File: src/hdl/fsg_params.svh
// Constants for the flash security gate and flash clock divider.
// Assumes inclusion by the package, the design module and the bench.
`ifndef FSG_PARAMS_SVH
`define FSG_PARAMS_SVH

// ----------------------------------------------------------------------
// Register map (byte offsets on the register port)
// ----------------------------------------------------------------------
`define FSG_ADDR_W          4
`define FSG_OFF_CLKDIV      4'h0
`define FSG_OFF_OPTIONS     4'h1
`define FSG_OFF_CONFIG      4'h2
`define FSG_OFF_PROTECT     4'h3
`define FSG_OFF_STATUS      4'h4

// ----------------------------------------------------------------------
// Field positions
// ----------------------------------------------------------------------
`define FSG_DIV_LOADED_BIT  7
`define FSG_DIV_PRESCALE_BIT 6
`define FSG_OPT_BACKDOOR_ENABLE_BIT   7
`define FSG_CFG_KEY_COMPARE_ACCESS_BIT  5
`define FSG_CFG_WMASK       8'hE0
`define FSG_OPT_RMASK       8'hC3
`define FSG_PROT_RMASK      8'hF8

// ----------------------------------------------------------------------
// Codes and reset values
// ----------------------------------------------------------------------
`define FSG_SEC_UNSECURED   2'h2
`define FSG_RST_CLKDIV      8'h00
`define FSG_RST_CONFIG      8'h00
`define FSG_PRESCALE_DIV    4'h8
`define FSG_KEY_BYTES       4'h8

`endif

File: src/hdl/fsg_pkg.sv
// Types for the flash security gate.
// Assumes fsg_params.svh is on the include path.
`default_nettype none
`include "fsg_params.svh"
package fsg_pkg;
   // Memory access request toward secure flash or RAM.
   typedef struct packed {
      logic       req_wr;
      logic       req_rd;
      logic       to_secure;
      logic       from_unsecured;
      logic       from_debug;
      logic [7:0] wdata;
   } fsg_mem_req_t;

   // Register port request.
   typedef struct packed {
      logic                   wr;
      logic                   rd;
      logic                   from_debug;
      logic [`FSG_ADDR_W-1:0] addr;
      logic [7:0]             wdata;
   } fsg_reg_req_t;

   // Key entry state.
   typedef enum logic [2:0] {
      FSG_KEY_IDLE  = 3'b001,
      FSG_KEY_ENTRY = 3'b010,
      FSG_KEY_DONE  = 3'b100
   } fsg_key_state_t;
endpackage : fsg_pkg
`default_nettype wire

File: src/hdl/fsg_flash_security.sv
// Flash security gate with the write-once flash timing clock divider.
// Assumes one bus clock, a synchronous reset, nonvolatile bytes that are
// stable during reset, and a debug mode pin coming from outside.
`default_nettype none
`include "fsg_params.svh"

// Notes on behaviour
// Secure memory accesses from unsecured code or debug: writes dropped, reads zero.
// Working options register reloads from the nonvolatile options byte at reset.
// Only security code 1:0 is unsecured; all other codes engage security.
// While secure, no debug module; background mode only from low pin at reset.
// Backdoor enable zero means no key unlock; only full erase unlocks.
// Key compare access set turns key location writes into comparison values.
// Software writes key bytes in ascending order, never on adjacent cycles.
// Clearing key compare access with eight matching bytes unlocks until reset.
// Key comparison writes accepted only from code in secure memory.
// Protection register writable only through debug commands.
// Blank check finding all flash erased unlocks until next reset.
// Software should program the low security bit to zero after erase.
// Divider loaded flag read-only, reset clear, set by first divider write.
// No program or erase while the divider loaded flag is zero.
// Divider bits 6..0 readable always, only the first write after reset sticks.
// Prescale bit one feeds bus clock over eight, else bus clock.
// Divider input divided by divisor field plus one gives flash timing clock.
// Software picks settings giving a timing clock of 150 to 200 kHz.
// Each timing pulse lasts one flash timing clock cycle. Here flash_tick_out pulses last one bus clock cycle; held high if divisor and prescale are zero.
// Nine 8-bit control registers; three reload from nonvolatile bytes. Here five registers, two (options, protection) reloaded.
// Backdoor enable is options bit 7, security code bits 1:0.
// A mismatched key leaves the security state unchanged.
module fsg_flash_security
   import fsg_pkg::*;
(
   // Clock and reset
   input  wire logic         ref_clk_in,
   input  wire logic         sys_rst_in,
   // Nonvolatile bytes; options and protection sampled during reset, key store read live
   input  wire logic [7:0]   nv_options_byte_in,
   input  wire logic [7:0]   nv_protect_byte_in,
   input  wire logic [63:0]  backdoor_key_store_in,
   // Debug mode pin (asynchronous)
   input  wire logic         debug_mode_pin_in,
   // Register port
   input  wire fsg_reg_req_t reg_req_in,
   output logic [7:0]        reg_rdata_out,
   // Memory path from core or debug controller
   input  wire fsg_mem_req_t mem_req_in,
   input  wire logic [2:0]   key_index_in,
   input  wire logic         key_loc_hit_in,
   input  wire logic [7:0]   array_rdata_in,
   input  wire logic         blank_check_done_in,
   input  wire logic         blank_check_erased_in,
   input  wire logic         pe_request_in,
   // Memory path toward the flash array
   output logic              array_wr_out,
   output logic              array_rd_out,
   output logic [7:0]        array_wdata_out,
   output logic [7:0]        mem_rdata_out,
   output logic              pe_allow_out,
   output logic              flash_tick_out,
   // Security outputs
   output logic              secure_out,
   output logic              debug_enable_out,
   output logic              background_entry_out
);

   // ----------------------------------------------------------------------
   // Declarations
   // ----------------------------------------------------------------------
   logic [7:0]     options_reg;
   logic [7:0]     config_reg;
   logic [7:0]     protect_reg;
   logic [7:0]     divider_reg;
   logic           unlocked;
   logic [63:0]    key_buf;
   logic [7:0]     key_seen;
   logic [2:0]     key_next_idx;
   fsg_key_state_t key_state;
   logic [1:0]     pin_sync;
   logic           rst_d;
   logic [2:0]     pre_cnt;
   logic           pre_tick;
   logic [5:0]     div_cnt;
   logic           blocked;
   logic           key_wr;
   logic           key_compare_access_fall;
   logic           secure_now;

   // Security code decode, used for the output and the gate.
   function automatic logic is_secure(input logic [1:0] code);
      return code != `FSG_SEC_UNSECURED;
   endfunction

   function automatic logic reg_hit(input fsg_reg_req_t r, input logic [3:0] off);
      return r.addr == off;
   endfunction

   assign secure_now = is_secure(options_reg[1:0]) && !unlocked;
   assign blocked    = secure_now && mem_req_in.to_secure
                     && (mem_req_in.from_unsecured || mem_req_in.from_debug);
   assign key_wr     = mem_req_in.req_wr && key_loc_hit_in
                     && config_reg[`FSG_CFG_KEY_COMPARE_ACCESS_BIT]
                     && !mem_req_in.from_unsecured && !mem_req_in.from_debug;
   assign key_compare_access_fall = reg_req_in.wr && !reg_req_in.from_debug
                      && reg_hit(reg_req_in, `FSG_OFF_CONFIG)
                      && config_reg[`FSG_CFG_KEY_COMPARE_ACCESS_BIT]
                      && !reg_req_in.wdata[`FSG_CFG_KEY_COMPARE_ACCESS_BIT];

   // ----------------------------------------------------------------------
   // Options and protection reload, config register
   // ----------------------------------------------------------------------
   always_ff @(posedge ref_clk_in) begin
      if (sys_rst_in) begin
         options_reg <= nv_options_byte_in & `FSG_OPT_RMASK;
      end
   end

   always_ff @(posedge ref_clk_in) begin
      if (sys_rst_in) begin
         protect_reg <= nv_protect_byte_in & `FSG_PROT_RMASK;
      end else if (reg_req_in.wr && reg_req_in.from_debug
                   && reg_hit(reg_req_in, `FSG_OFF_PROTECT)) begin
         protect_reg <= reg_req_in.wdata & `FSG_PROT_RMASK;
      end
   end

   always_ff @(posedge ref_clk_in) begin
      if (sys_rst_in) begin
         config_reg <= `FSG_RST_CONFIG;
      end else if (reg_req_in.wr && reg_hit(reg_req_in, `FSG_OFF_CONFIG)) begin
         config_reg <= reg_req_in.wdata & `FSG_CFG_WMASK;
      end
   end

   // ----------------------------------------------------------------------
   // Divider register, write once
   // ----------------------------------------------------------------------
   always_ff @(posedge ref_clk_in) begin
      if (sys_rst_in) begin
         divider_reg <= `FSG_RST_CLKDIV;
      end else if (reg_req_in.wr && reg_hit(reg_req_in, `FSG_OFF_CLKDIV)
                   && !divider_reg[`FSG_DIV_LOADED_BIT]) begin
         divider_reg <= {1'b1, reg_req_in.wdata[6:0]};
      end
   end

   // ----------------------------------------------------------------------
   // Flash timing clock divider
   // ----------------------------------------------------------------------
   always_ff @(posedge ref_clk_in) begin
      if (sys_rst_in || !divider_reg[`FSG_DIV_LOADED_BIT]) begin
         pre_cnt <= 3'h0;
      end else begin
         pre_cnt <= pre_cnt + 3'h1;
      end
   end

   assign pre_tick = divider_reg[`FSG_DIV_PRESCALE_BIT] ? (pre_cnt == 3'h7) : 1'b1;

   always_ff @(posedge ref_clk_in) begin
      if (sys_rst_in || !divider_reg[`FSG_DIV_LOADED_BIT]) begin
         div_cnt        <= 6'h00;
         flash_tick_out <= 1'b0;
      end else if (pre_tick) begin
         if (div_cnt == divider_reg[5:0]) begin
            div_cnt        <= 6'h00;
            flash_tick_out <= 1'b1;
         end else begin
            div_cnt        <= div_cnt + 6'h01;
            flash_tick_out <= 1'b0;
         end
      end else begin
         flash_tick_out <= 1'b0;
      end
   end

   always_ff @(posedge ref_clk_in) begin
      if (sys_rst_in) begin
         pe_allow_out <= 1'b0;
      end else begin
         pe_allow_out <= pe_request_in && divider_reg[`FSG_DIV_LOADED_BIT];
      end
   end

   // ----------------------------------------------------------------------
   // Backdoor key entry
   // ----------------------------------------------------------------------
   always_ff @(posedge ref_clk_in) begin
      if (sys_rst_in) begin
         key_state    <= FSG_KEY_IDLE;
         key_buf      <= 64'h0000_0000_0000_0000;
         key_seen     <= 8'h00;
         key_next_idx <= 3'h0;
      end else begin
         case (key_state)
            FSG_KEY_IDLE: begin
               key_seen     <= 8'h00;
               key_next_idx <= 3'h0;
               if (config_reg[`FSG_CFG_KEY_COMPARE_ACCESS_BIT]) begin
                  key_state <= FSG_KEY_ENTRY;
               end
            end
            FSG_KEY_ENTRY: begin
               if (key_wr) begin
                  // Out of order bytes spoil the sequence; see
                  key_buf[key_index_in*8 +: 8] <= mem_req_in.wdata;
                  key_seen[key_index_in]       <= (key_index_in == key_next_idx);
                  key_next_idx                 <= key_index_in + 3'h1;
               end
               if (key_compare_access_fall) begin
                  key_state <= FSG_KEY_DONE;
               end
            end
            FSG_KEY_DONE: begin
               key_state <= FSG_KEY_IDLE;
            end
            default: begin
               key_state <= FSG_KEY_IDLE;
            end
         endcase
      end
   end

   always_ff @(posedge ref_clk_in) begin
      if (sys_rst_in) begin
         unlocked <= 1'b0;
      end else if (key_state == FSG_KEY_DONE && options_reg[`FSG_OPT_BACKDOOR_ENABLE_BIT]
                   && key_seen == 8'hFF && key_buf == backdoor_key_store_in) begin
         unlocked <= 1'b1;
      end else if (blank_check_done_in && blank_check_erased_in) begin
         unlocked <= 1'b1;
      end
   end

   // ----------------------------------------------------------------------
   // Memory gate
   // ----------------------------------------------------------------------
   always_ff @(posedge ref_clk_in) begin
      if (sys_rst_in) begin
         array_wr_out    <= 1'b0;
         array_rd_out    <= 1'b0;
         array_wdata_out <= 8'h00;
      end else begin
         array_wr_out    <= mem_req_in.req_wr && !blocked && !key_wr;
         array_rd_out    <= mem_req_in.req_rd && !blocked;
         array_wdata_out <= mem_req_in.wdata;
      end
   end

   always_ff @(posedge ref_clk_in) begin
      if (sys_rst_in) begin
         mem_rdata_out <= 8'h00;
      end else begin
         mem_rdata_out <= blocked ? 8'h00 : array_rdata_in;
      end
   end

   // ----------------------------------------------------------------------
   // Debug enable and background entry
   // ----------------------------------------------------------------------
   always_ff @(posedge ref_clk_in) begin
      pin_sync <= {pin_sync[0], debug_mode_pin_in};
   end

   always_ff @(posedge ref_clk_in) begin
      rst_d <= sys_rst_in;
   end

   always_ff @(posedge ref_clk_in) begin
      if (sys_rst_in) begin
         secure_out           <= 1'b1;
         debug_enable_out     <= 1'b0;
         background_entry_out <= 1'b0;
      end else begin
         secure_out       <= secure_now;
         debug_enable_out <= !secure_now;
         if (rst_d) begin
            background_entry_out <= !pin_sync[1];
         end
      end
   end

   // ----------------------------------------------------------------------
   // Register read port
   // ----------------------------------------------------------------------
   always_ff @(posedge ref_clk_in) begin
      if (sys_rst_in) begin
         reg_rdata_out <= 8'h00;
      end else if (reg_req_in.rd) begin
         case (reg_req_in.addr)
            `FSG_OFF_CLKDIV:  reg_rdata_out <= divider_reg;
            `FSG_OFF_OPTIONS: reg_rdata_out <= unlocked
                                 ? {options_reg[7:2], `FSG_SEC_UNSECURED} : options_reg;
            `FSG_OFF_CONFIG:  reg_rdata_out <= config_reg;
            `FSG_OFF_PROTECT: reg_rdata_out <= protect_reg;
            `FSG_OFF_STATUS:  reg_rdata_out <= {6'h00, unlocked, secure_now};
            default:          reg_rdata_out <= 8'h00;
         endcase
      end else begin
         reg_rdata_out <= 8'h00;
      end
   end

   // ----------------------------------------------------------------------
   // Checks
   // ----------------------------------------------------------------------
   blocked_read_zero_a: assert property (@(posedge ref_clk_in) disable iff (sys_rst_in)
      blocked |=> mem_rdata_out == 8'h00 && !array_wr_out)
      else $error("blocked access reached the array");
   code_decode_a: assert property (@(posedge ref_clk_in) disable iff (sys_rst_in)
      (!unlocked && options_reg[1:0] != 2'h2) |=> secure_out)
      else $error("secure code not reported secure");
   debug_secure_a: assert property (@(posedge ref_clk_in) disable iff (sys_rst_in)
      secure_out |-> !debug_enable_out)
      else $error("debug enabled while secure");
   divider_once_a: assert property (@(posedge ref_clk_in) disable iff (sys_rst_in)
      $past(divider_reg[7]) |-> $stable(divider_reg))
      else $error("divider changed after first write");
   loaded_flag_a: assert property (@(posedge ref_clk_in) disable iff (sys_rst_in)
      (reg_req_in.wr && reg_req_in.addr == 4'h0) |=> divider_reg[7])
      else $error("divider write did not set loaded flag");
   pe_gate_a: assert property (@(posedge ref_clk_in) disable iff (sys_rst_in)
      !divider_reg[7] |=> !pe_allow_out)
      else $error("program allowed before divider load");
   protect_user_a: assert property (@(posedge ref_clk_in) disable iff (sys_rst_in)
      (reg_req_in.wr && !reg_req_in.from_debug) |=> $stable(protect_reg))
      else $error("application wrote protection register");
   key_enable_a: assert property (@(posedge ref_clk_in) disable iff (sys_rst_in)
      (!options_reg[7] && !unlocked && !blank_check_done_in) |=> !unlocked)
      else $error("unlocked with backdoor disabled");
   tick_pulse_a: assert property (@(posedge ref_clk_in) disable iff (sys_rst_in)
      (flash_tick_out && divider_reg[5:0] != 6'h00) |=> !flash_tick_out)
      else $error("timing pulse longer than one cycle");
   options_load_a: assert property (@(posedge ref_clk_in)
      sys_rst_in |=> options_reg == ($past(nv_options_byte_in) & `FSG_OPT_RMASK))
      else $error("options not reloaded at reset");
   options_hold_a: assert property (@(posedge ref_clk_in) disable iff (sys_rst_in)
      !sys_rst_in |=> $stable(options_reg))
      else $error("options changed outside reset");
   key_array_a: assert property (@(posedge ref_clk_in) disable iff (sys_rst_in)
      key_wr |=> !array_wr_out)
      else $error("key write reached the array");
   key_unlock_a: assert property (@(posedge ref_clk_in) disable iff (sys_rst_in)
      (key_state == FSG_KEY_DONE && options_reg[7] && key_seen == 8'hFF
       && key_buf == backdoor_key_store_in) |=> ##1 !secure_out)
      else $error("matching key did not unlock");
   key_mismatch_a: assert property (@(posedge ref_clk_in) disable iff (sys_rst_in)
      (key_state == FSG_KEY_DONE && key_buf != backdoor_key_store_in && !unlocked
       && !blank_check_done_in) |=> !unlocked)
      else $error("mismatched key changed security");
   blank_unlock_a: assert property (@(posedge ref_clk_in) disable iff (sys_rst_in)
      (blank_check_done_in && blank_check_erased_in) |=> ##1 !secure_out)
      else $error("erased blank check did not unlock");
   prescale_gap_a: assert property (@(posedge ref_clk_in) disable iff (sys_rst_in)
      (flash_tick_out && divider_reg[6]) |=> !flash_tick_out [*7])
      else $error("prescaled tick came too soon");
   divisor_three_a: assert property (@(posedge ref_clk_in) disable iff (sys_rst_in)
      (flash_tick_out && divider_reg[6:0] == 7'h03) |=> !flash_tick_out [*3] ##1 flash_tick_out)
      else $error("divisor three tick period wrong");
   divider_first_a: assert property (@(posedge ref_clk_in) disable iff (sys_rst_in)
      (reg_req_in.wr && reg_req_in.addr == 4'h0 && !divider_reg[7])
         |=> divider_reg[6:0] == $past(reg_req_in.wdata[6:0]))
      else $error("first divider write not taken");
   protect_debug_a: assert property (@(posedge ref_clk_in) disable iff (sys_rst_in)
      (reg_req_in.wr && reg_req_in.from_debug && reg_req_in.addr == 4'h3)
         |=> protect_reg == ($past(reg_req_in.wdata) & `FSG_PROT_RMASK))
      else $error("debug write to protection lost");
   background_pin_a: assert property (@(posedge ref_clk_in) disable iff (sys_rst_in)
      $fell(sys_rst_in) |=> background_entry_out == !$past(pin_sync[1]))
      else $error("background entry does not follow pin");
   pe_allow_a: assert property (@(posedge ref_clk_in) disable iff (sys_rst_in)
      (divider_reg[7] && pe_request_in) |=> pe_allow_out)
      else $error("program request held off after load");
   code_open_a: assert property (@(posedge ref_clk_in) disable iff (sys_rst_in)
      (!sys_rst_in && !unlocked && options_reg[1:0] == `FSG_SEC_UNSECURED) |=> !secure_out)
      else $error("unsecured code reported secure");

endmodule // fsg_flash_security
`default_nettype wire

File: config.mk
export PLATFORM = sky130hd
export DESIGN_NAME = fsg_flash_security
export DESIGN_NICKNAME = d
export VERILOG_FILES = /design/src/hdl/fsg_pkg.sv /design/src/hdl/fsg_flash_security.sv
export VERILOG_INCLUDE_DIRS = /design/src /design/src/hdl
export SDC_FILE = /design/constraint.sdc
export NUM_CORES = 1
export LEC_CHECK = 0
export ABC_AREA = 1
export BUFFER_PORTS_ARGS = -buffer_cell sky130_fd_sc_hd__buf_2
export CAP_MARGIN = 10
export CELL_PAD_IN_SITES_DETAIL_PLACEMENT = 0
export CELL_PAD_IN_SITES_GLOBAL_PLACEMENT = 2
export CORE_UTILIZATION = 27
export DETAILED_ROUTE_END_ITERATION = 12
export GPL_ROUTABILITY_DRIVEN = 0
export GPL_TIMING_DRIVEN = 0
export PLACE_DENSITY_LB_ADDON = 0.1
export SYNTH_ARGS = -nofsm -noshare
export SYNTH_HDL_FRONTEND = slang
export SYNTH_SLANG_ARGS = --single-unit
export TNS_END_PERCENT = 20
File: constraint.sdc
create_clock -name ref_clk_in -period 2.59 [get_ports ref_clk_in]
set_clock_uncertainty 0.1 [all_clocks]
set_input_delay 0.6475 -clock ref_clk_in [delete_from_list [all_inputs] [get_ports ref_clk_in]]
set_output_delay 0.6475 -clock ref_clk_in [all_outputs]
set_load 0.02 [all_outputs]
==> results by group <==
Synthesis
  – Top-area cell type share of the netlist area: slightly below 40%
  – Seq/Total Area, Yosys: 42.3%
  – Count leader, synth: nand2_1
  – Synthesized instance count: between 900 and 1000
  – Post-synth top area cell: dfxtp_1
  – Post-synth EDFFs: 9
  – FFs w/ async S/R, synth: 0%
  – Synth cell types: 43
  – Synth Flop Type: dfxtp_1
  – Synth warn: 0
  – Top post-synthesis cells by area: dfxtp_1 38%, nand2_1 10%, nor2_1 7.4%
  – Area of the mapped netlist: 6930 um2
  – Synthesis-stage register bit count: between 100 and 150
  – Post-Synthesis Net Count: about 1100
  – Syn avg cell area: 7.34 um2
  – Post-synth top cells: 191 x nand2_1, 136 x nor2_1, 133 x dfxtp_1

Clock network
  – TritonCTS Buffers: 17
  – # hold bufs at CTS: 0
  – H-tree depth: 4
  – Worst skew pair latency: 0.42 ns
  – CTS tree: built
  – CTS clk-pin slew, worst paths: approximately 0.070 ns
  – Root Driver: clkbuf_16
  – CTS sink count: 142
  – Clock buffer depth: 2

Route
  – Drt wl/cell: roughly 16 um
  – DRC errors left: 0
  – Routed vias: around 6400
  – Initial DRC Count: about 300
  – Detailed Routing Iterations Pass 1: 4
  – Vias per cell: 4.38
  – Final wirelength: 22700 um
  – DRT antenna net count: 0

Timing
  – Final Hold Violating Endpoints: 0
  – Final min period: about 2.5 ns
  – Worst slew margin: between 20% and 30%
  – Period utilisation layout: 96.6%
  – Worst-Margin Slew: between 1 and 1.5 ns
  – Slew Limit Fails: 0
  – Fmax: approximately 400 MHz
  – Unrepaired setup endpoints after global routing: true
  – Post-route setup slack: slightly below 0.09 ns
  – Final setup fails: 0

Status
  – Outcome: completed

Global route
  – Total GRT Usage: between 15 and 20%
  – Gr ovfl total: 0
  – Vias in the first global route: 6128
  – Largest net degree at the start of global routing: 17
  – Global-route wire length before repair: approximately 35000 um
  – Initial antenna violation count: 1

Floorplanning
  – Starting Density: ~28%
  – FP Rows: 58
  – Die Footprint: 26300 um2
  – Core Region: about 25000 um2
  – Die H: between 150 and 200 um
  – # IOs: 157
  – Die extent in x: between 150 and 200 um

Hold path
  – Beginning of the worst hold path: debug_mode_pin_in
  – Hold Crit Endpoint: pin_sync[0]
  – Min-Delay Path Depth: 1
  – Hold Path Class: in2reg

Critical path
  – R2R setup slack: roughly 0.68 ns
  – R2r worst-path depth: 9
  – Worst Setup Path Type: in2reg
  – Reg-to-reg endpoint: key_buf[43]
  – Crit-path max FO: 10
  – Crit path DAT: 2.68 ns
  – Critical path required time: approximately 2.8 ns
  – Reg2Reg Launch Point: key_state[2]
  – CP Launch Type: input pin
  – Crit end category: flip-flop

Final layout
  – Fraction of layout cells with a size suffix above 1: between 20% and 30%
  – Nets: around 1200
  – Fin util: a little over a third
  – Biggest register: key_buf
  – Number of fill cells in the layout: ~2800
  – Layout area overhead: 26.0%
  – Max FFs per register: 64

Flow run
  – Max-Cap Viols: 0

Placed design
  – Pre-CTS setup slack: -0.595 ns
  – Port Buffer Count: 148
  – Post-DP HPWL: about 18000 um

Power and ir drop
  – Pwr/cell area: roughly 630 nW/um2
  – IR drop worst, VDD: ~0.37 mV
  – Leak pwr: around 3.9 nW
-- cell usage in the layout, fill, tap and decap left out, types with 2 or more instances in the layout --
cell type   count
nor3_4          3
buf_4           3
nand2_1       189
clkinvlp_4      2
nor4_1          4
clkbuf_16      19
clkinv_4        2
a211oi_2       18
nor2_4          3
nor3_1         27
edfxtp_1        9
nor2_1        136
clkbuf_1       19
nand2_4         2
o21ai_0        39
o22ai_1         2
xnor2_1        30
a211oi_1       11
o211a_1         2
nand3_2         2
nand2_2         5
a21oi_1        72
ha_1            7
o21ai_1        12
buf_2         154
inv_6           5
clkinv_1        3
xor2_1         15
dfxtp_1       133
nor2_2          3
inv_2          12
buf_6           5
nand4_1         8
nor3_2          4
nand3_1        28
inv_1         122
-- report_power, final --
group / switching, mW / internal [mW]
combinational: 0.423 / 0.212
clock: 1.07 / 1.49
sequential: 0.0239 / 2.26
-- final cells by class --
| cell class | instances | area, um2 | share of cell area [%] |
|---|---|---|---|
| Inverter | 138 | 520 | 5.96 |
| Antenna cell | 1 | 2.50 | 0.0286 |
| Buffer | 32 | 174 | 1.99 |
| Multi-Input combinational cell | 632 | 3330 | 38.2 |
| Clock inverter | 11 | 118 | 1.35 |
| Clock buffer | 21 | 493 | 5.64 |
| Timing Repair Buffer | 149 | 748 | 8.56 |
| Tap cell | 330 | 413 | 4.73 |
| Sequential cell | 142 | 2930 | 33.6 |
-- layer usage --
metal / track usage [%] / vias to the layer above / part of all wire (%)
met3: 3.73 / 11 / 4.3
met1: 23.4 / 2876 / 48
met2: 29.4 / 121 / 47
met4: 3.77 / 2 / 0.74
met5: 0 / - / 0.035
li1: - / 3366 / -
-- cell families after synthesis --
group,count (synthesis),share of synthesized area (%)
and+or+nand+nor,418,26.4
buffers and inverters,170,9.91
adders and majority gates,7,1.26
AOI/OAI and AO/OA,162,14.5
xor gates and xnor gates,45,5.69
DFF,142,42.3
-- how the worst max path moves through the flow --
stage | from | endpoint | slack, ns
after floorplan | key_index_in[1] | key_buf[37] | 0.07
after global placement | key_index_in[0] | key_buf[26] | -0.61
after detailed placement | key_index_in[0] | key_buf[26] | -0.60
after CTS | key_index_in[0] | key_buf[16] | 0.01
after global routing | key_index_in[0] | key_buf[25] | -0.08
final | key_index_in[0] | key_buf[42] | 0.09
-- repair_timing --
| action | 4_1_cts | 5_1_grt |
|---|---|---|
| resized for setup | 3 | 8 |
| buffers inserted | 0 | 1 |
| pin swaps | 1 | 2 |
| hold endpoints to repair | 0 | 0 |
| cloned | 0 | 0 |
| endpoints found under the setup margin | 15 | 41 |
-- stage by stage --
| step | hold slack [ns] | setup TNS (ns) | power [mW] | std cells | area (um2) |
|---|---|---|---|---|---|
| 6_report | 0.217 | 0 | 5.48 | 1456 | 8740 |
| 5_1_grt | 0.202 | -0.188 | 5.74 | 1455 | 8730 |
| 4_1_cts | 0.199 | 0 | 5.56 | 1454 | 8700 |
| 3_5_place_dp | 0.217 | -24.02 | 2.97 | 1422 | 8090 |
| 3_3_place_gp | 0.215 | -24.18 | 2.97 | 1422 | 8090 |
| 2_1_floorplan | 0.210 | 0 | 2.70 | 944 | 6930 |
-- worst max-delay path, cell delays in order --
cell,delay [ns]
buf_2,0.17
inv_2,0.09
buf_4,0.18
ha_1,0.23
ha_1,0.32
clkinv_1,0.30
clkbuf_1,0.36
a21oi_1,0.32
a211oi_2,0.05
Power figures use the tool's default switching activity.
